$ cat src/hw/led_bank_regs.svh
/*
 * Constants of the LED bank control logic: field positions, reset values
 * and timing counts. Assumes inclusion by the package and the modules.
 */
`ifndef LED_BANK_REGS_SVH
`define LED_BANK_REGS_SVH

// ==========================================================================
// Field positions
`define BOOST_FSEL_BIT 0
`define BOOST_AUTO_BIT 3
`define PWM_EN_BIT 0
`define PWM_BANK_BIT 1
`define LV_SPLIT_LOW_BIT 0
`define LV_SPLIT_HIGH_BIT 1
`define RAMP_SEL_IMM_BIT 1
`define RAMP_SEL_SU_BIT 0

// ==========================================================================
// Reset values
`define HV_MAP_RST 3'h0
`define FB_EN_RST 3'h7
`define BOOST_CTRL_RST 8'h00
`define AUTO_THRESH_RST 8'h00
`define FULL_SCALE_RST 5'h00
`define BRIGHT_RST 11'h000
`define LSB_RST 3'h0
`define PWM_CFG_RST 2'h0
`define LV_SPLIT_RST 2'h0
`define RAMP_RST 8'h00
`define PAT_EN_RST 6'h00
`define RAMP_SEL_RST 2'h0
`define CURRENT_OFF 16'h0000

// ==========================================================================
// Duty meter timing: window of 256 cycles, full duty counts 256
`define DUTY_WIN_LAST 8'hff
`define DUTY_ONE 9'h100
`define DUTY_ZERO 9'h000

`endif

$ cat src/hw/led_bank_pkg.sv
/*
 * Types shared by the LED bank control logic.
 * Assumes the constants header is on the include path.
 */
package led_bank_pkg;
    `include "led_bank_regs.svh"

    // Settings addressed by the write strobe
    typedef enum logic [4:0] {
        SEL_HV_MAP, SEL_FB_EN, SEL_BOOST_CTRL, SEL_AUTO_THRESH,
        SEL_FS_A, SEL_FS_B, SEL_BRIGHT_LSB_A, SEL_BRIGHT_MSB_A,
        SEL_BRIGHT_LSB_B, SEL_BRIGHT_MSB_B, SEL_PWM_CFG, SEL_LV_SPLIT,
        SEL_RAMP_CDE, SEL_RAMP_FGH, SEL_PAT_RF_CDE, SEL_PAT_RF_FGH,
        SEL_PAT_EN, SEL_HV_RAMP_SEL
    } cfg_sel_type;

    typedef enum logic [2:0] {
        BANK_C, BANK_D, BANK_E, BANK_F, BANK_G, BANK_H
    } lv_bank_type;

    typedef enum logic [1:0] {
        RAMP_SEPARATE, RAMP_STARTUP_ONLY, RAMP_IMMEDIATE
    } ramp_src_type;
endpackage

$ cat src/hw/pwm_duty_if.sv
/*
 * Carrier between the control top and its PWM duty meter.
 * Assumes both ends run on the same clock.
 */
`timescale 1ns/1ps
interface pwm_duty_if;
    logic pwm_level;
    logic [8:0] duty;
    modport meter (input pwm_level, output duty);
    modport user (output pwm_level, input duty);
endinterface

$ cat src/hw/pwm_duty_meter.sv
/*
 * Measures PWM duty over a fixed window of clock cycles.
 * Assumes the PWM level is already synchronised to clk_i.
 */
`timescale 1ns/1ps
`include "led_bank_regs.svh"
module pwm_duty_meter
    import led_bank_pkg::*;
(
    input wire logic clk_i,
    input wire logic ce_i,
    input wire logic clear_i,
    pwm_duty_if.meter link
);
    logic [7:0] win_reg;
    logic [8:0] high_reg;
    logic [8:0] duty_reg;
    logic win_end;
    logic [8:0] high_next;

    // ==========================================================================
    // Window bookkeeping
    assign win_end = (win_reg == `DUTY_WIN_LAST);
    assign high_next = high_reg + {8'h00, link.pwm_level};
    assign link.duty = duty_reg;

    // Full duty until the first window ends, so brightness is not dimmed early
    always_ff @(posedge clk_i) begin
        if (clear_i) begin
            win_reg <= 8'h00;
            high_reg <= `DUTY_ZERO;
            duty_reg <= `DUTY_ONE;
        end else if (ce_i) begin
            win_reg <= win_reg + 8'h01;
            high_reg <= win_end ? `DUTY_ZERO : high_next;
            if (win_end) begin
                duty_reg <= high_next;
            end
        end
    end
endmodule

$ cat src/hw/led_bank_control.sv
/*
 * Control logic of a lighting power device: bank mapping, current commands,
 * boost feedback and frequency choice, thermal and enable shutdown.
 * Assumes settings arrive as write strobes on clk_i; pins are asynchronous.
 */
`timescale 1ns/1ps
`include "led_bank_regs.svh"
module led_bank_control
    import led_bank_pkg::*;
(
    input wire logic clk_i,
    input wire logic resetn_i,
    input wire logic ce_i,
    input wire logic hardware_enable_input_i,
    input wire logic pwm_i,
    input wire logic temp_shutdown_i,
    input wire logic temp_release_i,
    input wire logic [2:0] short_detect_i,
    input wire logic fault_clear_i,
    input wire logic cfg_wr_i,
    input cfg_sel_type cfg_sel_i,
    input wire logic [7:0] cfg_data_i,
    output logic [2:0][15:0] hv_sink_current_o,
    output logic boost_enable_o,
    output logic charge_pump_enable_o,
    output logic [2:0] boost_feedback_o,
    output logic boost_freq_1mhz_o,
    output logic [2:0] short_fault_o,
    output ramp_src_type hv_runtime_ramp_o,
    output lv_bank_type [5:0] lv_sink_bank_o,
    output logic [5:0] lv_sink_enable_o,
    output logic [5:0] lv_pattern_run_o,
    output logic [5:0][7:0] lv_bank_ramp_o
);
    // ==========================================================================
    // Current command: full scale times code times duty, duty one = 256
    function automatic logic [15:0] scale(input logic [4:0] fs, input logic [10:0] code,
                                          input logic [8:0] duty);
        logic [24:0] prod;
        prod = 25'({fs, 11'h000} >> 11) * 25'(code) * 25'(duty);
        scale = prod[23:8];
    endfunction

    // ==========================================================================
    // Pin synchronisers
    logic [6:0] pin_meta_reg;
    logic [6:0] pin_sync_reg;
    logic hardware_enable_input_s;
    logic pwm_s;
    logic hot_s;
    logic warm_s;
    logic [2:0] short_s;

    // Two stages for every asynchronous pin; only stage two is read
    always_ff @(posedge clk_i) begin
        if (!resetn_i) begin
            pin_meta_reg <= 7'h00;
            pin_sync_reg <= 7'h00;
        end else if (ce_i) begin
            pin_meta_reg <= {short_detect_i, temp_release_i, temp_shutdown_i, pwm_i,
                             hardware_enable_input_i};
            pin_sync_reg <= pin_meta_reg;
        end
    end

    assign hardware_enable_input_s = pin_sync_reg[0];
    assign pwm_s = pin_sync_reg[1];
    assign hot_s = pin_sync_reg[2];
    assign warm_s = pin_sync_reg[3];
    assign short_s = pin_sync_reg[6:4];

    // ==========================================================================
    // Settings registers
    logic clear;
    logic [2:0] hv_map_reg;
    logic [2:0] fb_en_reg;
    logic [7:0] boost_ctrl_reg;
    logic [7:0] thresh_reg;
    logic [1:0][4:0] fs_reg;
    logic [1:0][2:0] lsb_hold_reg;
    logic [1:0][10:0] bright_reg;
    logic [1:0] pwm_cfg_reg;
    logic [1:0] lv_split_reg;
    logic [1:0][7:0] lv_ramp_reg;
    logic [1:0][7:0] pat_rf_reg;
    logic [5:0] pat_en_reg;
    logic [1:0] ramp_sel_reg;

    // Enable pin low clears every register but the pin synchronisers, like a reset
    assign clear = !resetn_i || !hardware_enable_input_s;

    // One write strobe per setting; the low brightness part is only held
    always_ff @(posedge clk_i) begin
        if (clear) begin
            hv_map_reg <= `HV_MAP_RST;
            fb_en_reg <= `FB_EN_RST;
            boost_ctrl_reg <= `BOOST_CTRL_RST;
            thresh_reg <= `AUTO_THRESH_RST;
            fs_reg <= {2{`FULL_SCALE_RST}};
            lsb_hold_reg <= {2{`LSB_RST}};
            bright_reg <= {2{`BRIGHT_RST}};
            pwm_cfg_reg <= `PWM_CFG_RST;
            lv_split_reg <= `LV_SPLIT_RST;
            lv_ramp_reg <= {2{`RAMP_RST}};
            pat_rf_reg <= {2{`RAMP_RST}};
            pat_en_reg <= `PAT_EN_RST;
            ramp_sel_reg <= `RAMP_SEL_RST;
        end else if (ce_i && cfg_wr_i) begin
            unique case (cfg_sel_i)
                SEL_HV_MAP: hv_map_reg <= cfg_data_i[2:0];
                SEL_FB_EN: fb_en_reg <= cfg_data_i[2:0];
                SEL_BOOST_CTRL: boost_ctrl_reg <= cfg_data_i;
                SEL_AUTO_THRESH: thresh_reg <= cfg_data_i;
                SEL_FS_A: fs_reg[0] <= cfg_data_i[4:0];
                SEL_FS_B: fs_reg[1] <= cfg_data_i[4:0];
                SEL_BRIGHT_LSB_A: lsb_hold_reg[0] <= cfg_data_i[2:0];
                SEL_BRIGHT_MSB_A: bright_reg[0] <= {cfg_data_i, lsb_hold_reg[0]};
                SEL_BRIGHT_LSB_B: lsb_hold_reg[1] <= cfg_data_i[2:0];
                SEL_BRIGHT_MSB_B: bright_reg[1] <= {cfg_data_i, lsb_hold_reg[1]};
                SEL_PWM_CFG: pwm_cfg_reg <= cfg_data_i[1:0];
                SEL_LV_SPLIT: lv_split_reg <= cfg_data_i[1:0];
                SEL_RAMP_CDE: lv_ramp_reg[0] <= cfg_data_i;
                SEL_RAMP_FGH: lv_ramp_reg[1] <= cfg_data_i;
                SEL_PAT_RF_CDE: pat_rf_reg[0] <= cfg_data_i;
                SEL_PAT_RF_FGH: pat_rf_reg[1] <= cfg_data_i;
                SEL_PAT_EN: pat_en_reg <= cfg_data_i[5:0];
                SEL_HV_RAMP_SEL: ramp_sel_reg <= cfg_data_i[1:0];
            endcase
        end
    end

    // ==========================================================================
    // Thermal shutdown and short faults
    logic hot_reg;
    logic active;
    logic [2:0] fault_reg;
    logic [2:0] fault_next;

    // Set wins over clear so a short seen during the clear is kept
    assign fault_next = (fault_reg & ~{3{fault_clear_i}}) | (short_s & fb_en_reg);
    assign active = hardware_enable_input_s && !hot_reg;

    // Hysteresis: trip on the hot comparator, release only once below warm
    always_ff @(posedge clk_i) begin
        if (clear) begin
            hot_reg <= 1'b0;
            fault_reg <= 3'h0;
        end else if (ce_i) begin
            hot_reg <= hot_s || (hot_reg && warm_s);
            fault_reg <= fault_next;
        end
    end

    // ==========================================================================
    // Bank currents with PWM duty
    pwm_duty_if duty_link();
    logic [1:0][8:0] duty_use;
    logic [1:0][15:0] bank_cur;
    logic [2:0][15:0] cur_reg;

    assign duty_link.pwm_level = pwm_s;

    pwm_duty_meter meter_u (
        .clk_i(clk_i),
        .ce_i(ce_i),
        .clear_i(clear),
        .link(duty_link.meter)
    );

    // Only the bank chosen by the PWM setting sees the measured duty
    assign duty_use[0] = (pwm_cfg_reg[`PWM_EN_BIT] && !pwm_cfg_reg[`PWM_BANK_BIT]) ?
                         duty_link.duty : `DUTY_ONE;
    assign duty_use[1] = (pwm_cfg_reg[`PWM_EN_BIT] && pwm_cfg_reg[`PWM_BANK_BIT]) ?
                         duty_link.duty : `DUTY_ONE;
    assign bank_cur[0] = scale(fs_reg[0], bright_reg[0], duty_use[0]);
    assign bank_cur[1] = scale(fs_reg[1], bright_reg[1], duty_use[1]);

    // Sink currents registered so they never glitch on a mapping change
    always_ff @(posedge clk_i) begin
        if (clear) begin
            cur_reg <= {3{`CURRENT_OFF}};
        end else if (ce_i) begin
            for (int i = 0; i < 3; i++) begin
                cur_reg[i] <= active ? bank_cur[hv_map_reg[i]] : `CURRENT_OFF;
            end
        end
    end

    assign hv_sink_current_o = cur_reg;

    // ==========================================================================
    // Boost and charge pump control
    logic above_thresh;
    logic [7:0] code_msb;

    // Larger of the two banks drives the load, so it decides the frequency
    assign code_msb = (bright_reg[0][10:3] > bright_reg[1][10:3]) ? bright_reg[0][10:3] :
                      bright_reg[1][10:3];
    assign above_thresh = code_msb > thresh_reg;
    assign boost_freq_1mhz_o = boost_ctrl_reg[`BOOST_AUTO_BIT] ? above_thresh :
                               boost_ctrl_reg[`BOOST_FSEL_BIT];
    assign boost_enable_o = active;
    assign charge_pump_enable_o = active;
    assign boost_feedback_o = active ? fb_en_reg : 3'h0;
    assign short_fault_o = fault_reg;

    // Upper bit set forces an immediate change whatever the lower bit
    assign hv_runtime_ramp_o = ramp_sel_reg[`RAMP_SEL_IMM_BIT] ? RAMP_IMMEDIATE :
                               ramp_sel_reg[`RAMP_SEL_SU_BIT] ? RAMP_STARTUP_ONLY :
                               RAMP_SEPARATE;

    // ==========================================================================
    // Low-voltage bank mapping and ramp source
    assign lv_sink_bank_o[0] = BANK_C;
    assign lv_sink_bank_o[1] = lv_split_reg[`LV_SPLIT_LOW_BIT] ? BANK_D : BANK_C;
    assign lv_sink_bank_o[2] = lv_split_reg[`LV_SPLIT_LOW_BIT] ? BANK_E : BANK_C;
    assign lv_sink_bank_o[3] = BANK_F;
    assign lv_sink_bank_o[4] = lv_split_reg[`LV_SPLIT_HIGH_BIT] ? BANK_G : BANK_F;
    assign lv_sink_bank_o[5] = lv_split_reg[`LV_SPLIT_HIGH_BIT] ? BANK_H : BANK_F;
    assign lv_sink_enable_o = active ? 6'h3f : 6'h00;
    assign lv_pattern_run_o = active ? pat_en_reg : 6'h00;

    // Banks 0-2 are C-E and share group 0; 3-5 are F-H and share group 1
    for (genvar k = 0; k < 6; k++) begin : g_lv
        assign lv_bank_ramp_o[k] = pat_en_reg[k] ? pat_rf_reg[k / 3] : lv_ramp_reg[k / 3];
    end
endmodule

$ cat config.mk
export PLATFORM = sky130hd
export DESIGN_NAME = led_bank_control
export DESIGN_NICKNAME = d
export VERILOG_FILES = /design/src/hw/led_bank_pkg.sv /design/src/hw/pwm_duty_if.sv /design/src/hw/pwm_duty_meter.sv /design/src/hw/led_bank_control.sv
export VERILOG_INCLUDE_DIRS = /design/src /design/src/hw
export SDC_FILE = /design/constraint.sdc
export NUM_CORES = 1
export LEC_CHECK = 0
export ABC_AREA = 1
export BUFFER_PORTS_ARGS = -buffer_cell sky130_fd_sc_hd__buf_4
export CAP_MARGIN = 30
export CORE_MARGIN = 2
export CORE_UTILIZATION = 65
export CTS_CLUSTER_SIZE = 10
export DETAILED_ROUTE_END_ITERATION = 8
export HOLD_SLACK_MARGIN = 0.12
export PLACE_DENSITY = 0.95
export REMOVE_ABC_BUFFERS = 1
export SLEW_MARGIN = 10
export SYNTH_ARGS = -nofsm -noshare
export SYNTH_HDL_FRONTEND = slang
export SYNTH_SLANG_ARGS = --single-unit
$ cat constraint.sdc
create_clock -name clk_i -period 16.01 [get_ports clk_i]
set_clock_uncertainty 0.1 [all_clocks]
set_input_delay 3.202 -clock clk_i [delete_from_list [all_inputs] [get_ports clk_i]]
set_output_delay 3.202 -clock clk_i [all_outputs]
set_load 0.02 [all_outputs]
==> metrics <==
status finished, violations left; failing checks design-rule violations; RSZ-0062 raised after global routing no; standby leakage power 11.4 nW; Primary FF master, synth dfxtp_1; htree depth 4; Root Driver clkbuf_16; Worst EP arrival 8.56 ns; Rows 65; crit path time final 8.36 ns; relative slew slack 0.354; routed wire length 57,100 µm; Initial DRC Count 2,339; crit path from fs_reg[2]; first-pass GRT wire length 95,400 µm; Initial Utilization 0.664; port bufs 150; sequential cell area fraction in the yosys report 0.180; Min-Delay Path Class flop to flop; per-cell routed wire length 16.2 µm; switching share of power 0.254; VDD IR max 0.0000749 V; core area 31,800 µm²; DRT Pass-1 Iters 9; Die Y 184 µm; DRC viols 2; Crit Path Class flop to flop; GRT Util Overall 0.349; Final Hold Fails 0; Ys Warns 0; layout cells sized above 1 0.0762; max reg flops 48; Mapped Cells 3,004; via count 20.4k; Num CTS Buffers 17; TritonCTS clock tree built; top area cells in the synthesized netlist fa_1, dfxtp_1, nand2_1; Clock Sink Count 190; die area 33,900 µm²; Worst R2R Setup Slack 7.65 ns; Tightest Pin Transition 0.962 ns; Critical Path Fanout Max 12; syn avg cell area 7.02 µm²; P_int 717 µW; GPL Wtd Cong 1.01; average vias per placed instance 5.80; setup violators final 0; initial antenna violation count 0; top-area cell type share of the netlist area 0.235; r2r startpoint fs_reg[2]; setup TNS 0 ns; Syn-to-layout area delta 8.75%; cell taking the most area after synthesis fa_1; Max Cap Viol 0; pwr dens 41.9 nW/µm²; asr flop ratio synth 0; Buf/Inv on CP 6; CP Launch Type flop; Logic pwr share 0.049; Slowest cell on crit path dfxtp_1; CTS max path bufs 2; P_sw 244 µW; Die Wd 184 µm; I/O pin total 162; Final period util 0.522; Required @ worst endpoint 16.21 ns; Resized cells post-CTS 0; HPWL Detailed 44,100 µm; CP peak stage delay 0.57 ns; number of synthesized flops with an enable pin 0; largest net degree at the start of global routing 85; Clk Latency, worst-skew pair 0.45 ns; min-delay src hv_sink_current_o[17]; sequential share of power 0.496; Final WS setup 7.65 ns; clock power share 0.455; Synth cell types 49; # nets final 3,488; Critical Path End Type flop; Final Max Slew Viols 0; hold_buf cts 0; number of global-route vias before repair 20.6k; FMAX 120 MHz; Remaining Overflow, GRT 0; post-place setup slack 7.77 ns; post-CTS setup buffer count 0; synthesis-stage register bit count 190; clk slew on worst S/H paths 0.08 ns; Antenna Nets Post-Route 0; CP top delay family adder cells; overall power 962 µW; antenna cells 0; post-synthesis cell area 21,100 µm²
## stage by stage
stage	hold WS (ns)	utilization	instances	instance area [µm²]
after floorplan	0.330	-	2886	20500
after global placement	0.346	0.701	3482	22300
after detailed placement	0.358	0.702	3483	22300
after CTS	0.368	0.721	3515	22900
after global routing	0.387	0.722	3518	22900
final	0.368	0.722	3518	22900
## layer usage
layer / share of wire / vias up / global-route usage
li1: - / 9331 / -
met1: 0.37 / 9658 / 0.422
met2: 0.48 / 1163 / 0.594
met3: 0.098 / 257 / 0.0680
met4: 0.050 / 0 / 0.179
met5: 0 / - / 0
## worst register-to-register path: cells and delay by family, from the launching register on
kind | cells | cell delay, ns
simple gates | 9 | 1.29
buf+inv | 6 | 0.43
fa+ha+maj | 9 | 4.25
xor+xnor | 1 | 0.28
compound gates | 8 | 1.30
flops | 1 | 0.57
## cells in the mapped netlist (3+ instances only)
cell      number
buf_2         13
buf_1          3
nand3b_1      17
nand2_1      693
nor2_1       266
xor2_1        18
a21oi_1      226
xnor2_1       15
a21o_1         9
o21bai_1       4
nor4_1         9
clkinv_1       4
o21ai_0      148
a21oi_2        5
nor3_1        15
inv_1        590
clkbuf_1      84
or2_2         11
fa_1         248
o211ai_1       4
ha_1         145
nand2_2        3
nand3_2        4
a211oi_1      10
nand3_1      205
nand4_1        8
buf_4         25
nor2_2         3
dfxtp_1      190
## kinds of logic after synthesis
| kind of cell | Yosys count | share of synthesized area |
|---|---|---|
| AOI/OAI and AO/OA | 417 | 0.104 |
| xor gates and xnor gates | 33 | 0.0137 |
| adders and majority gates | 393 | 0.321 |
| buffers and inverters | 722 | 0.134 |
| DFF | 190 | 0.180 |
| other | 2 | 0.000356 |
| and+or+nand+nor | 1247 | 0.246 |
## path summary, 6_finish.rpt
check             cells after the start                    end
hold reg to reg                       2  hv_sink_current_o[17]
setup reg to reg                     33  hv_sink_current_o[10]
setup / recovery                     33  hv_sink_current_o[10]
hold / removal                        2  hv_sink_current_o[17]
## power groups by stage
stage                     clock network [mW]  logic (mW)  registers [mW]
final                                  0.438      0.0474           0.477
after global routing                   0.454      0.0507           0.477
after CTS                              0.435      0.0452           0.477
after detailed placement                   0      0.0448           0.488
after global placement                     0      0.0431           0.488
after floorplan                            0      0.0232           0.487
## layout by cell type (no fill, tap or decap), types with 3 or more instances in the layout
master / count
a21oi_1: 226
a21oi_2: 5
inv_6: 3
nor2_2: 3
clkbuf_16: 17
nand2_2: 3
nand3_1: 205
conb_1: 11
nor3_1: 14
o211ai_1: 4
nand4_1: 8
o21bai_1: 4
buf_4: 164
nor3_2: 3
xnor2_1: 15
or2_2: 11
clkinv_1: 4
nand3b_1: 17
nand3_2: 4
dfxtp_1: 190
nor2_4: 3
inv_1: 589
o21ai_0: 148
inv_8: 3
a211oi_1: 10
ha_1: 145
nor4_1: 9
nor2_1: 265
xor2_1: 18
nand2_1: 692
fa_1: 248
a21o_1: 9
## area by class of cell
cell class              count  area, µm²
clock buffers              20        457
clock inverters            12        145
fillers                  2442       8850
inverters                 595       2230
multi-input cells        2101      14500
flip-flops and latches    190       3800
well taps                 435        544
repair buffers            165       1250
Note: power is estimated with default switching activity, not from simulation.
